[config.mk]
export PLATFORM = sky130hd
export DESIGN_NAME = tss_seq
export DESIGN_NICKNAME = d
export VERILOG_FILES = /design/src/rtl/tss_pkg.sv /design/src/rtl/tss_seq.sv
export SDC_FILE = /design/constraint.sdc
export NUM_CORES = 1
export LEC_CHECK = 0
export BUFFER_PORTS_ARGS = -buffer_cell sky130_fd_sc_hd__buf_4
export CAP_MARGIN = 10
export CORE_AREA = 2 2 234 213
export CTS_BUF_LIST = sky130_fd_sc_hd__clkbuf_4 sky130_fd_sc_hd__clkbuf_8
export CTS_CLUSTER_DIAMETER = 100
export CTS_CLUSTER_SIZE = 20
export DETAILED_ROUTE_END_ITERATION = 10
export DIE_AREA = 0 0 236 215
export GPL_TIMING_DRIVEN = 1
export PLACE_DENSITY = 0.86
export SYNTH_ARGS = -nofsm -noshare
export SYNTH_HDL_FRONTEND = slang
export SYNTH_SLANG_ARGS = --single-unit
[constraint.sdc]
create_clock -name i_clk -period 7.7 [get_ports i_clk]
set_clock_uncertainty 0.15 [all_clocks]
set_input_delay 0.385 -clock i_clk [delete_from_list [all_inputs] [get_ports i_clk]]
set_output_delay 0.385 -clock i_clk [all_outputs]
set_load 0.02 [all_outputs]
[src/rtl/tss_pkg.sv]
// Package of types and constants for the task switch sequencer
package tss_pkg;
  // ==========================================================
  // Encodings
  typedef enum logic [1:0] {
    K_JUMP = 2'h0,
    K_INVOKE = 2'h1,
    K_INTR = 2'h2,
    K_INTERRUPT_RETURN = 2'h3
  } tss_kind_t;
  typedef enum logic [2:0] {
    F_NONE = 3'h0,
    F_GP = 3'h1,
    F_NP = 3'h2,
    F_TS = 3'h3,
    F_SF = 3'h4,
    F_PG = 3'h5
  } tss_fk_t;
  typedef enum logic [6:0] {
    S_IDLE = 7'h01,
    S_LINK = 7'h02,
    S_CHECK = 7'h04,
    S_SAVE = 7'h08,
    S_COMMIT = 7'h10,
    S_LOAD = 7'h20,
    S_FIN = 7'h40
  } tss_st_t;

  // ==========================================================
  // Carriers
  typedef struct packed {
    tss_kind_t kind;
    logic via_gate;
    logic [1:0] requested_privilege;
    logic [1:0] gate_dpl;
    logic [15:0] sel;
    logic present;
    logic [3:0] dtype;
    logic [1:0] descriptor_privilege;
    logic [31:0] limit;
    logic [31:0] base;
    logic [31:0] desc_addr;
    logic resident;
  } tss_req_t;
  typedef struct packed {
    logic ldt_ok;
    logic ldt_pres;
    logic cs_ok;
    logic cs_pres;
    logic [1:0] cs_dpl;
    logic ss_ok;
    logic ss_pres;
    logic [1:0] ss_dpl;
    logic [3:0] ds_ok;
    logic [3:0] ds_pres;
    logic [3:0] ds_conf;
    logic [3:0][1:0] ds_dpl;
  } tss_chk_t;
  typedef struct packed {
    logic req;
    logic we;
    logic [31:0] addr;
    logic [31:0] wdata;
  } tss_mem_t;
  typedef struct packed {
    logic valid;
    logic [4:0] idx;
    logic [31:0] data;
  } tss_load_t;
  typedef struct packed {
    logic valid;
    logic post;
    tss_fk_t kind;
    logic [15:0] sel;
  } tss_flt_t;
  typedef struct packed {
    logic [15:0] pad;
    tss_st_t st;
    logic [1:0] current_privilege;
    tss_fk_t fkind;
    logic fpost;
    logic busy;
    logic nt;
    logic ts;
  } tss_stat_t;

  // ==========================================================
  // Descriptor and segment layout
  localparam logic [31:0] MIN_LIMIT = 32'h0000_0067;
  localparam logic [3:0] TYPE_IDLE = 4'h9;
  localparam logic [3:0] TYPE_BUSY = 4'hB;
  localparam logic [31:0] TYPE_OFF = 32'h0000_0005;
  localparam logic [31:0] LINK_OFF = 32'h0000_0000;
  localparam logic [31:0] CTX_OFF = 32'h0000_0004;
  localparam int SEL_TI = 2;
  localparam int NT_BIT = 14;
  localparam logic [4:0] LDT_IDX = 5'h00;
  localparam logic [4:0] STW_IDX = 5'h02;
  localparam logic [4:0] SAVE_FIRST = 5'h02;
  localparam logic [4:0] SEG_IDX0 = 5'h0C;
  localparam logic [4:0] CS_IDX = 5'h0C;
  localparam logic [4:0] LAST_IDX = 5'h11;
  localparam int NDATA = 4;

  // ==========================================================
  // Register map
  localparam logic [2:0] REG_CTRL = 3'h0;
  localparam logic [2:0] REG_TR_SEL = 3'h1;
  localparam logic [2:0] REG_TR_BASE = 3'h2;
  localparam logic [2:0] REG_TR_DESC = 3'h3;
  localparam logic [2:0] REG_STAT = 3'h4;
  localparam int CTRL_NT = 0;
  localparam int CTRL_TSC = 1;
endpackage

[src/rtl/tss_seq.sv]
// Task switch sequencer: checks, save, commit and load of task context
`timescale 1ns/10ps

module tss_seq (
  input wire logic i_clk,
  input wire logic i_rstn,
  input wire logic i_trig,
  input wire tss_pkg::tss_req_t i_req,
  input wire logic [31:0] i_cur_word,
  input wire logic i_mem_ack,
  input wire logic [31:0] i_mem_rdata,
  input wire tss_pkg::tss_chk_t i_chk,
  input wire logic [2:0] i_reg_addr,
  input wire logic [31:0] i_reg_wdata,
  input wire logic i_reg_we,
  input wire logic i_reg_re,
  output logic [31:0] o_reg_rdata,
  output tss_pkg::tss_mem_t o_mem,
  output logic [4:0] o_ctx_idx,
  output tss_pkg::tss_load_t o_load,
  output tss_pkg::tss_flt_t o_fault,
  output logic o_done,
  output logic o_busy,
  output logic [15:0] o_tr_sel,
  output logic o_nt,
  output logic o_ts,
  output logic [1:0] o_cpl
);
  // ==========================================================
  // State
  typedef struct packed {
    tss_pkg::tss_st_t st;
    tss_pkg::tss_req_t r;
    logic [4:0] ctx;
    logic [1:0] cstep;
    logic [15:0] ldt_sel;
    logic [5:0][15:0] segs;
    logic [15:0] old_sel;
    logic [31:0] old_desc;
    logic nt;
    logic ts;
    logic [1:0] current_privilege;
    logic [15:0] tr_sel;
    logic [31:0] tr_base;
    logic [31:0] tr_desc;
    tss_pkg::tss_mem_t mem;
    tss_pkg::tss_load_t ld;
    tss_pkg::tss_flt_t flt;
    logic done;
    logic busy;
    logic [31:0] rdata;
  } tss_state_t;

  tss_state_t s_q;
  tss_state_t s_d;
  tss_pkg::tss_fk_t pre_k;
  logic [15:0] pre_sel;
  tss_pkg::tss_fk_t post_k;
  logic [15:0] post_sel;
  logic [3:0] d_inv;
  logic [3:0] d_abs;
  logic [3:0] d_prv;
  logic nested;
  logic clr_old;
  logic need;
  logic [31:0] c_addr;
  logic [31:0] c_data;
  logic [31:0] ctx_off;
  tss_pkg::tss_stat_t stat;

  // First set bit, lowest index wins
  function automatic logic [1:0] first_set(input logic [3:0] v);
    logic [1:0] idx;
    idx = 2'h0;
    for (int i = tss_pkg::NDATA - 1; i >= 0; i--) begin
      if (v[i]) idx = 2'(i);
    end
    return idx;
  endfunction

  // ==========================================================
  // Per data segment checks
  for (genvar g = 0; g < tss_pkg::NDATA; g++) begin : g_data
    assign d_inv[g] = !i_chk.ds_ok[g];
    assign d_abs[g] = !i_chk.ds_pres[g];
    assign d_prv[g] = !i_chk.ds_conf[g] && (i_chk.ds_dpl[g] < s_q.current_privilege);
  end

  // Switch kind properties
  assign nested = (s_q.r.kind == tss_pkg::K_INVOKE) || (s_q.r.kind == tss_pkg::K_INTR);
  assign clr_old = (s_q.r.kind == tss_pkg::K_JUMP) || (s_q.r.kind == tss_pkg::K_INTERRUPT_RETURN);
  assign ctx_off = tss_pkg::CTX_OFF + 32'({s_q.ctx, 2'b00});

  // Checks before the commit point, fixed order
  always_comb begin
    pre_k = tss_pkg::F_NONE;
    pre_sel = s_q.r.sel;
    if (!nested && s_q.r.kind == tss_pkg::K_JUMP || s_q.r.kind == tss_pkg::K_INVOKE) begin
      if ((s_q.current_privilege > (s_q.r.via_gate ? s_q.r.gate_dpl : s_q.r.descriptor_privilege)) ||
          (s_q.r.requested_privilege > (s_q.r.via_gate ? s_q.r.gate_dpl : s_q.r.descriptor_privilege))) begin
        pre_k = tss_pkg::F_GP;
      end
    end
    if (pre_k != tss_pkg::F_NONE) begin
      pre_k = tss_pkg::F_GP;
    end else if (s_q.r.sel[tss_pkg::SEL_TI]) begin
      pre_k = tss_pkg::F_GP;
    end else if (!s_q.r.present) begin
      pre_k = tss_pkg::F_NP;
    end else if (s_q.r.kind == tss_pkg::K_INTERRUPT_RETURN && s_q.r.dtype != tss_pkg::TYPE_BUSY) begin
      pre_k = tss_pkg::F_TS;
    end else if (s_q.r.kind != tss_pkg::K_INTERRUPT_RETURN && s_q.r.dtype == tss_pkg::TYPE_BUSY) begin
      pre_k = tss_pkg::F_GP;
    end else if (s_q.r.limit < tss_pkg::MIN_LIMIT) begin
      pre_k = tss_pkg::F_TS;
    end else if (!s_q.r.resident) begin
      pre_k = tss_pkg::F_PG;
    end
  end

  // Checks on the loaded context, first failure only
  always_comb begin
    post_k = tss_pkg::F_TS;
    post_sel = s_q.segs[0];
    if (!i_chk.ldt_ok) begin
      post_sel = s_q.ldt_sel;
    end else if (i_chk.cs_dpl != s_q.segs[0][1:0]) begin
      post_sel = s_q.segs[0];
    end else if (!i_chk.ss_ok) begin
      post_sel = s_q.segs[1];
    end else if (!i_chk.ss_pres) begin
      post_k = tss_pkg::F_SF;
      post_sel = s_q.segs[1];
    end else if (i_chk.ss_dpl != s_q.current_privilege) begin
      post_sel = s_q.segs[1];
    end else if (!i_chk.ldt_pres) begin
      post_sel = s_q.ldt_sel;
    end else if (!i_chk.cs_ok) begin
      post_sel = s_q.segs[0];
    end else if (!i_chk.cs_pres) begin
      post_k = tss_pkg::F_NP;
    end else if (i_chk.ss_dpl != s_q.segs[1][1:0]) begin
      post_sel = s_q.segs[1];
    end else if (|d_inv) begin
      post_sel = s_q.segs[3'(first_set(d_inv)) + 3'h2];
    end else if (|d_abs) begin
      post_k = tss_pkg::F_NP;
      post_sel = s_q.segs[3'(first_set(d_abs)) + 3'h2];
    end else if (|d_prv) begin
      post_sel = s_q.segs[3'(first_set(d_prv)) + 3'h2];
    end else begin
      post_k = tss_pkg::F_NONE;
    end
  end

  // Descriptor and link writes of the commit phase
  always_comb begin
    need = 1'b0;
    c_addr = s_q.r.desc_addr + tss_pkg::TYPE_OFF;
    c_data = {28'h0000000, tss_pkg::TYPE_BUSY};
    if (s_q.cstep == 2'h0) begin
      need = clr_old;
      c_addr = s_q.old_desc + tss_pkg::TYPE_OFF;
      c_data = {28'h0000000, tss_pkg::TYPE_IDLE};
    end else if (s_q.cstep == 2'h1) begin
      need = s_q.r.kind != tss_pkg::K_INTERRUPT_RETURN;
    end else begin
      need = nested;
      c_addr = s_q.r.base + tss_pkg::LINK_OFF;
      c_data = {16'h0000, s_q.old_sel};
    end
  end

  // Status word seen by software
  always_comb begin
    stat = '0;
    stat.st = s_q.st;
    stat.current_privilege = s_q.current_privilege;
    stat.fkind = s_q.flt.kind;
    stat.fpost = s_q.flt.post;
    stat.busy = s_q.busy;
    stat.nt = s_q.nt;
    stat.ts = s_q.ts;
  end

  // ==========================================================
  // Next state
  always_comb begin
    s_d = s_q;
    s_d.done = 1'b0;
    s_d.ld.valid = 1'b0;
    s_d.flt.valid = 1'b0;
    s_d.rdata = '0;
    // Register writes; task state only while idle
    if (i_reg_we && i_reg_addr == tss_pkg::REG_CTRL) begin
      if (i_reg_wdata[tss_pkg::CTRL_TSC]) s_d.ts = 1'b0;
      if (s_q.st == tss_pkg::S_IDLE) s_d.nt = i_reg_wdata[tss_pkg::CTRL_NT];
    end else if (i_reg_we && s_q.st == tss_pkg::S_IDLE) begin
      if (i_reg_addr == tss_pkg::REG_TR_SEL) begin
        s_d.tr_sel = i_reg_wdata[15:0];
      end else if (i_reg_addr == tss_pkg::REG_TR_BASE) begin
        s_d.tr_base = i_reg_wdata;
      end else if (i_reg_addr == tss_pkg::REG_TR_DESC) begin
        s_d.tr_desc = i_reg_wdata;
      end
    end
    // Register reads
    if (i_reg_re) begin
      if (i_reg_addr == tss_pkg::REG_CTRL) begin
        s_d.rdata = 32'({s_q.ts, s_q.nt});
      end else if (i_reg_addr == tss_pkg::REG_TR_SEL) begin
        s_d.rdata = {16'h0000, s_q.tr_sel};
      end else if (i_reg_addr == tss_pkg::REG_TR_BASE) begin
        s_d.rdata = s_q.tr_base;
      end else if (i_reg_addr == tss_pkg::REG_TR_DESC) begin
        s_d.rdata = s_q.tr_desc;
      end else if (i_reg_addr == tss_pkg::REG_STAT) begin
        s_d.rdata = stat;
      end
    end
    case (s_q.st)
      tss_pkg::S_IDLE: begin
        if (i_trig && !(i_req.kind == tss_pkg::K_INTERRUPT_RETURN && !s_q.nt)) begin
          s_d.r = i_req;
          s_d.busy = 1'b1;
          s_d.st = (i_req.kind == tss_pkg::K_INTERRUPT_RETURN) ? tss_pkg::S_LINK : tss_pkg::S_CHECK;
        end
      end
      tss_pkg::S_LINK: begin
        if (!s_q.mem.req) begin
          s_d.mem = '{1'b1, 1'b0, s_q.tr_base + tss_pkg::LINK_OFF, 32'h0000_0000};
        end else if (i_mem_ack) begin
          s_d.mem.req = 1'b0;
          s_d.r.sel = i_mem_rdata[15:0];
          s_d.st = tss_pkg::S_CHECK;
        end
      end
      tss_pkg::S_CHECK: begin
        if (pre_k != tss_pkg::F_NONE) begin
          s_d.flt = '{1'b1, 1'b0, pre_k, pre_sel};
          s_d.busy = 1'b0;
          s_d.st = tss_pkg::S_IDLE;
        end else begin
          s_d.ctx = tss_pkg::SAVE_FIRST;
          s_d.st = tss_pkg::S_SAVE;
        end
      end
      tss_pkg::S_SAVE: begin
        if (!s_q.mem.req) begin
          s_d.mem = '{1'b1, 1'b1, s_q.tr_base + ctx_off, i_cur_word};
          if (s_q.ctx == tss_pkg::STW_IDX && s_q.r.kind == tss_pkg::K_INTERRUPT_RETURN) begin
            s_d.mem.wdata[tss_pkg::NT_BIT] = 1'b0;
          end
        end else if (i_mem_ack) begin
          s_d.mem.req = 1'b0;
          s_d.ctx = s_q.ctx + 5'h01;
          if (s_q.ctx == tss_pkg::LAST_IDX) begin
            s_d.old_sel = s_q.tr_sel;
            s_d.old_desc = s_q.tr_desc;
            s_d.tr_sel = s_q.r.sel;
            s_d.tr_base = s_q.r.base;
            s_d.tr_desc = s_q.r.desc_addr;
            s_d.ts = 1'b1;
            s_d.cstep = 2'h0;
            s_d.st = tss_pkg::S_COMMIT;
          end
        end
      end
      tss_pkg::S_COMMIT: begin
        if (need && !s_q.mem.req) begin
          s_d.mem = '{1'b1, 1'b1, c_addr, c_data};
        end else if (!need || i_mem_ack) begin
          s_d.mem.req = 1'b0;
          s_d.cstep = s_q.cstep + 2'h1;
          if (s_q.cstep == 2'h2) begin
            s_d.ctx = tss_pkg::LDT_IDX;
            s_d.st = tss_pkg::S_LOAD;
          end
        end
      end
      tss_pkg::S_LOAD: begin
        if (!s_q.mem.req) begin
          s_d.mem = '{1'b1, 1'b0, s_q.r.base + ctx_off, 32'h0000_0000};
        end else if (i_mem_ack) begin
          s_d.mem.req = 1'b0;
          s_d.ld = '{1'b1, s_q.ctx, i_mem_rdata};
          s_d.ctx = s_q.ctx + 5'h01;
          if (s_q.ctx == tss_pkg::LDT_IDX) s_d.ldt_sel = i_mem_rdata[15:0];
          if (s_q.ctx == tss_pkg::STW_IDX) s_d.nt = i_mem_rdata[tss_pkg::NT_BIT];
          if (s_q.ctx >= tss_pkg::SEG_IDX0) begin
            s_d.segs[3'(s_q.ctx - tss_pkg::SEG_IDX0)] = i_mem_rdata[15:0];
          end
          if (s_q.ctx == tss_pkg::CS_IDX) s_d.current_privilege = i_mem_rdata[1:0];
          if (s_q.ctx == tss_pkg::LAST_IDX) s_d.st = tss_pkg::S_FIN;
        end
      end
      tss_pkg::S_FIN: begin
        if (nested) s_d.nt = 1'b1;
        s_d.flt = '{post_k != tss_pkg::F_NONE, 1'b1, post_k, post_sel};
        s_d.done = 1'b1;
        s_d.busy = 1'b0;
        s_d.st = tss_pkg::S_IDLE;
      end
      default: begin
        s_d.st = tss_pkg::S_IDLE;
      end
    endcase
  end

  // State register
  always_ff @(posedge i_clk or negedge i_rstn) begin
    if (!i_rstn) begin
      s_q <= '0;
      s_q.st <= tss_pkg::S_IDLE;
    end else begin
      s_q <= s_d;
    end
  end

  // Outputs straight from the state register
  assign o_reg_rdata = s_q.rdata;
  assign o_mem = s_q.mem;
  assign o_ctx_idx = s_q.ctx;
  assign o_load = s_q.ld;
  assign o_fault = s_q.flt;
  assign o_done = s_q.done;
  assign o_busy = s_q.busy;
  assign o_tr_sel = s_q.tr_sel;
  assign o_nt = s_q.nt;
  assign o_ts = s_q.ts;
  assign o_cpl = s_q.current_privilege;
endmodule

Yosys cells after proc, flatten, opt, wreduce, memory -nomap -nowiden
Index checks and enable logic that the tools add are counted.
{ "totals": {"reg_bits": 544, "output_inout_bits": 184, "elab_cells": 351} }
{ "classes": {"addsub": 11, "n_lt_le_gt_ge": 13, "eq_ne": 45, "mux": 172, "reduce_logical": 66} }
{ "op_table": {"columns": ["operator", "n"], "rows": [
  ["$mux 80", 5],
  ["$mux 16", 22],
  ["$mux 32", 10],
  ["$pmux 66 s4", 1],
  ["$mux 65", 4],
  ["$bmux 16 s3", 3],
  ["$mux 134", 1],
  ["$mux 38", 3],
  ["$mux 2", 56],
  ["$mux 7", 15],
  ["$bwmux 96", 1],
  ["$mux 81", 1],
  ["$add 32x3->32 const B", 2],
  ["$add 32x8->32", 2],
  ["$mux 64", 1],
  ["$demux 16 s3", 1],
  ["$pmux 21 s2", 1],
  ["$pmux 7 s6", 1],
  ["$mux 3", 13],
  ["$ne 2x2->1 const B", 18],
  ["$lt 32x7->1 const B", 1],
  ["$pmux 16 s2", 1],
  ["$mux 1", 22],
  ["$mux 21", 1],
  ["53 further kinds", 121]
]} }

Logic depth before layout (Yosys ltp)
{ "depth": {"depth_word": 34, "ltp_mapped": 20, "ltp_nobuf": 14} }

Least setup slack after synthesis
OpenSTA, ideal clock, no wires.
{ "synth_timing": {"path_type": "register to register", "startpoint": "register s_q[540] (netlist bit)", "endpoint": "register s_q, in the netlist o_mem[46]", "setup_time_ns": 0.077, "t_arrival_ns": 4.194, "path_slack_ns": 3.278, "path_stages_with_launch": 19, "period_less_slack_ns": 4.422, "path_cell_list": "dfrtp_1 buf_2 or4b_4 nor2_4 buf_2 clkbuf_1 clkbuf_1 nand2_1 nand2_1 ha_1 inv_1 fa_1 nor2b_1 o31ai_1 a221oi_1 buf_2 a311oi_1 or4_1 a21oi_1"} }
{ "synth_via": {"elab_chain_len": 3, "elab_cells_between_ends": 11} }
{ "synth_rtl": {"columns": ["item", "line", "text"], "rows": [
  ["start, declared", "tss_seq.sv:54", "tss_state_t s_q;"],
  ["$eq 7x5->1 (tied with other cells)", "tss_seq.sv:221", "case (s_q.st)"],
  ["$ne 2x2->1 (no line) or $reduce_bool 4->1 (tied branches)", null, null],
  ["$reduce_and 5->1 (no line)", null, null]
]} }
Several ways; a longest one is shown, not always the timed one.
A chain may end at the register's enable or synchronous reset.

Worst setup path in the final report
{ "layout_timing": {"startpoint": "register s_q[540] (netlist bit)", "endpoint": "register s_q[325] (netlist bit)"} }
{ "layout_via": {"elab_chain_len": 2} }
{ "layout_rtl": {"columns": ["item", "line"], "rows": [
  ["$eq 7x6->1", "tss_seq.sv:221"],
  ["$reduce_and 4->1 (no line)", null]
]} }
Every way passes these cells.

==> results.md <==
* MaxCap Viol Count at 0
* Slew @ Worst Pin at 1.271 ns
* FF+latch count, synth at 544
* Clk_lat worst skew at ~0.71 ns
* Row cnt at slightly below 80
* Hold Path Class: primary input to flip-flop
* Compound-Gate Fraction of Synth Area at 0.1327
* Crit-path max FO at between 40 and 50
* RSZ-0062 raised after global routing: false
* Endpoints failing hold at 0
* Setup CP Type: flip-flop to flip-flop
* Period utilisation layout at 0.6080
* Setup ws final at 3.018 ns
* Proportion of layout cells with a drive suffix above 1 at 0.1971
* Number of global-route vias before repair at between 20,000 and 30,000
* Fmax at 0.2136 GHz
* Syn nets at 3,685
* Sequential share of the synthesized area at 0.4446
* Iter 0 DRT Violations at 4,507
* HPWL after detailed placement at 73.97 mm
* First-pass GRT wire length at 168.8 mm
* Gr usage total at 0.4345
* ANT nets after route at 0
* Netlist cell types at 91
* Cells after synthesis at 3,396
* Main synth FF type: dfrtp_1
* Chip width at between 200 and 250 um
* Synthesis-to-layout area growth at 16.72%
* Async SR Flop Fraction at 1.000
* Setup WS pre-CTS at 3.203 ns
* Crit. End Element: flip-flop
* VDD IR-drop max at roughly 0.18 mV
* Number of synthesized flops with an enable pin at 0
* Static leakage at 16.99 nW
* Outcome: finished clean
* Routed Wire Length at 111.8 mm
* Drc violations at 0
* Largest family of logic cells by synthesized area: simple AND/OR/NAND/NOR gates
* Clock root buffer: clkbuf_8
* I/O Pins at 446
* Synthesized-area fraction occupied by adder cells at 0.01160
* CTS tree: done
* Worst slew margin at 0.1528
* Req. time, crit path at approximately 8.2 ns
* Synth warn at 0
* GP Congestion at 0.9879
* Syn Area/Cell at 9.018 sq um
* Power density over the cells at 270.1 nW/um^2
* Cts bufs inserted at 31
* Simple-Gate Fraction of Synth Area at 0.1944
* Initial antenna violation count at 13
* CTS H-tree lvls at 1
* Grt total ovfl at 0
* Routed wire length per instance at 25.50 um
* Worst path arrival time at 5.13 ns
* Clock slew at reported path FFs at 0.14 ns
* Largest net degree at the start of global routing at 176
* Die Y-Extent at 215 um
* Sink Count at 544
* Synthesized area at 30,620 sq um
* Placed Area at 32,860 sq um
* Core footprint at 48,460 sq um
* Max clock buf depth at 3
* Final Max Tran Viols at 0
* Initial core utilization at 0.6319
* Die area at 50,740 sq um
* CTS resizes at 0
* Filler Cells Inserted at 3,391
* Final setup fails at 0
* Worst Setup Start Kind: flip-flop
* Drt pass-1 iters at 8
* Mux share of post-synthesis cell area at 0.1131
* DR vias at about 29,000
* Vias/cell at about 6.6
* Fin Setup TNS at 0 ns
* Final instance area at 35,740 sq um
* Nets at 4,017
* IO buf count at 445
* Final worst path period need at 4.682 ns
* Synth Area in XOR/XNOR at 0.02488
cells in the final DEF (no fill, tap or decap), types with 14 or more instances in the layout:
cell	count
nor3_1	43
nor4_1	23
nor2_1	214
nor2b_1	26
dlygate4sd3_1	231
ha_1	26
a211oi_1	19
xnor2_1	54
o21ai_0	141
o21a_1	20
nand2_1	741
o221ai_1	29
buf_4	476
a21oi_1	231
a22oi_1	22
a32oi_1	20
o211ai_1	38
mux2i_1	130
and3_1	37
dfrtp_1	543
a31oi_1	24
nand4_1	39
mux2_2	151
mux4_2	14
inv_1	38
clkbuf_8	31
xor2_1	33
nand3_1	100
worst paths after layout:
kind	startpoint	endpoint	slack, ns	depth (start not counted)
hold reg to reg	s_q[496]	s_q[496]	0.34	2
setup / recovery	s_q[540]	s_q[325]	3.02	7
setup reg to reg	s_q[540]	s_q[325]	3.02	7
min in group asynchronous	i_rstn	s_q[470]	0.15	2
max in group asynchronous	i_rstn	o_mem[21]	5.74	3
hold / removal	i_chk[29]	o_fault[0]	0.06	4
layout make-up:
class	count	area [sq um]	area share
Multi-Input combinational cell	2401	14680	0.4106
Sequential cell	544	13610	0.3809
Timing Repair Buffer	710	5941	0.1662
Tap cell	632	790.8	0.02212
Clock buffer	44	524.3	0.01467
Inverter	40	150.1	0.004201
Antenna cell	13	32.53	0.0009101
Clock inverter	1	16.27	0.0004551
Yosys cell counts, drive strengths merged (6+ instances only):
| master | count | area share |
|---|---|---|
| mux4 | 14 | 0.010 |
| nor2 | 216 | 0.027 |
| nor3 | 47 | 0.0082 |
| and4 | 10 | 0.0029 |
| nand3b | 6 | 0.0015 |
| nand3 | 102 | 0.017 |
| o211ai | 38 | 0.0093 |
| a21o | 8 | 0.0020 |
| o22ai | 10 | 0.0020 |
| clkbuf | 192 | 0.024 |
| nand2 | 743 | 0.091 |
| or3 | 11 | 0.0022 |
| nor4b | 6 | 0.0019 |
| nor3b | 7 | 0.0017 |
| nand2b | 11 | 0.0022 |
| o22a | 6 | 0.0017 |
| inv | 39 | 0.0048 |
| and3 | 37 | 0.0076 |
| mux2 | 164 | 0.060 |
| dfrtp | 543 | 0.44 |
| o21ai | 147 | 0.024 |
| xnor2 | 54 | 0.015 |
| nor4 | 28 | 0.0068 |
| a32oi | 20 | 0.0057 |
| and2 | 9 | 0.0018 |
| buf | 219 | 0.050 |
| a22oi | 23 | 0.0058 |
| nand4 | 39 | 0.0080 |
| ha | 26 | 0.011 |
| a21oi | 233 | 0.038 |
| o21a | 20 | 0.0049 |
| o221ai | 30 | 0.0086 |
| a221oi | 13 | 0.0037 |
| xor2 | 33 | 0.0094 |
| mux2i | 130 | 0.042 |
| a31oi | 24 | 0.0049 |
| a311oi | 12 | 0.0034 |
| nor2b | 26 | 0.0053 |
| o31ai | 6 | 0.0015 |
| a211oi | 21 | 0.0053 |
| or3b | 13 | 0.0037 |
flip-flops by register name (all words and copies together) (netlist names), 2 cells and up:
register	flops
s_q	344
o_load	38
o_reg_rdata	32
o_mem	66
o_cpl	2
o_ctx_idx	5
o_tr_sel	16
o_fault	21
pre_sel	16
worst max-delay path, cell delays in order (launching register included):
cell and delay (ns):
dfrtp_1 0.64, or4b_4 0.67, nor2_4 0.10, buf_4 0.45
nand2_4 0.44, inv_2 0.63, nand3_1 0.86, mux2_2 0.56
cells by family (layout without fill, tap and decap cells):
kind of cell | count (synthesis) | count (layout)
buf+inv | 451 | 795
simple gates | 1329 | 1329
flops | 544 | 544
mux | 308 | 308
compound gates | 649 | 649
other cells | 0 | 13
xor+xnor | 87 | 87
fa+ha+maj | 28 | 28
per-stage QoR:
stage | utilization | hold WS, ns | cells | total power (W)
after global placement | 0.6781 | 0.3029 | 4096 | 0.007903
after detailed placement | 0.6781 | 0.3127 | 4096 | 0.007994
after floorplan | - | -0.06059 | 3396 | 0.006722
after CTS | 0.7369 | 0.03455 | 4372 | 0.009414
after global routing | 0.7375 | 0.07609 | 4383 | 0.01006
final | 0.7376 | 0.06382 | 4385 | 0.009654
layer usage:
metal  routed length, um  vias up  track usage  part of all wire
met4                6663        0       0.2102             0.060
li1                    -    12280            -                 -
met2               47590     2330       0.6368              0.43
met1               41350    13700       0.5871              0.37
met5                   0        -            0                 0
met3               16220      470       0.1376              0.15
report_power, final:
part	leakage, nW	switching (W)	internal (W)
sequential	7.11	0.00120	0.00361
clock	0.290	0.000943	0.000439
combinational	9.59	0.00207	0.00140
total	17.0	0.00421	0.00544
what timing repair did:
action                                 CTS  global route
hold buffers                           231             0
setup buffers                            0             0
endpoints found under the hold margin  502             0
(Power assumes the default switching activity.)
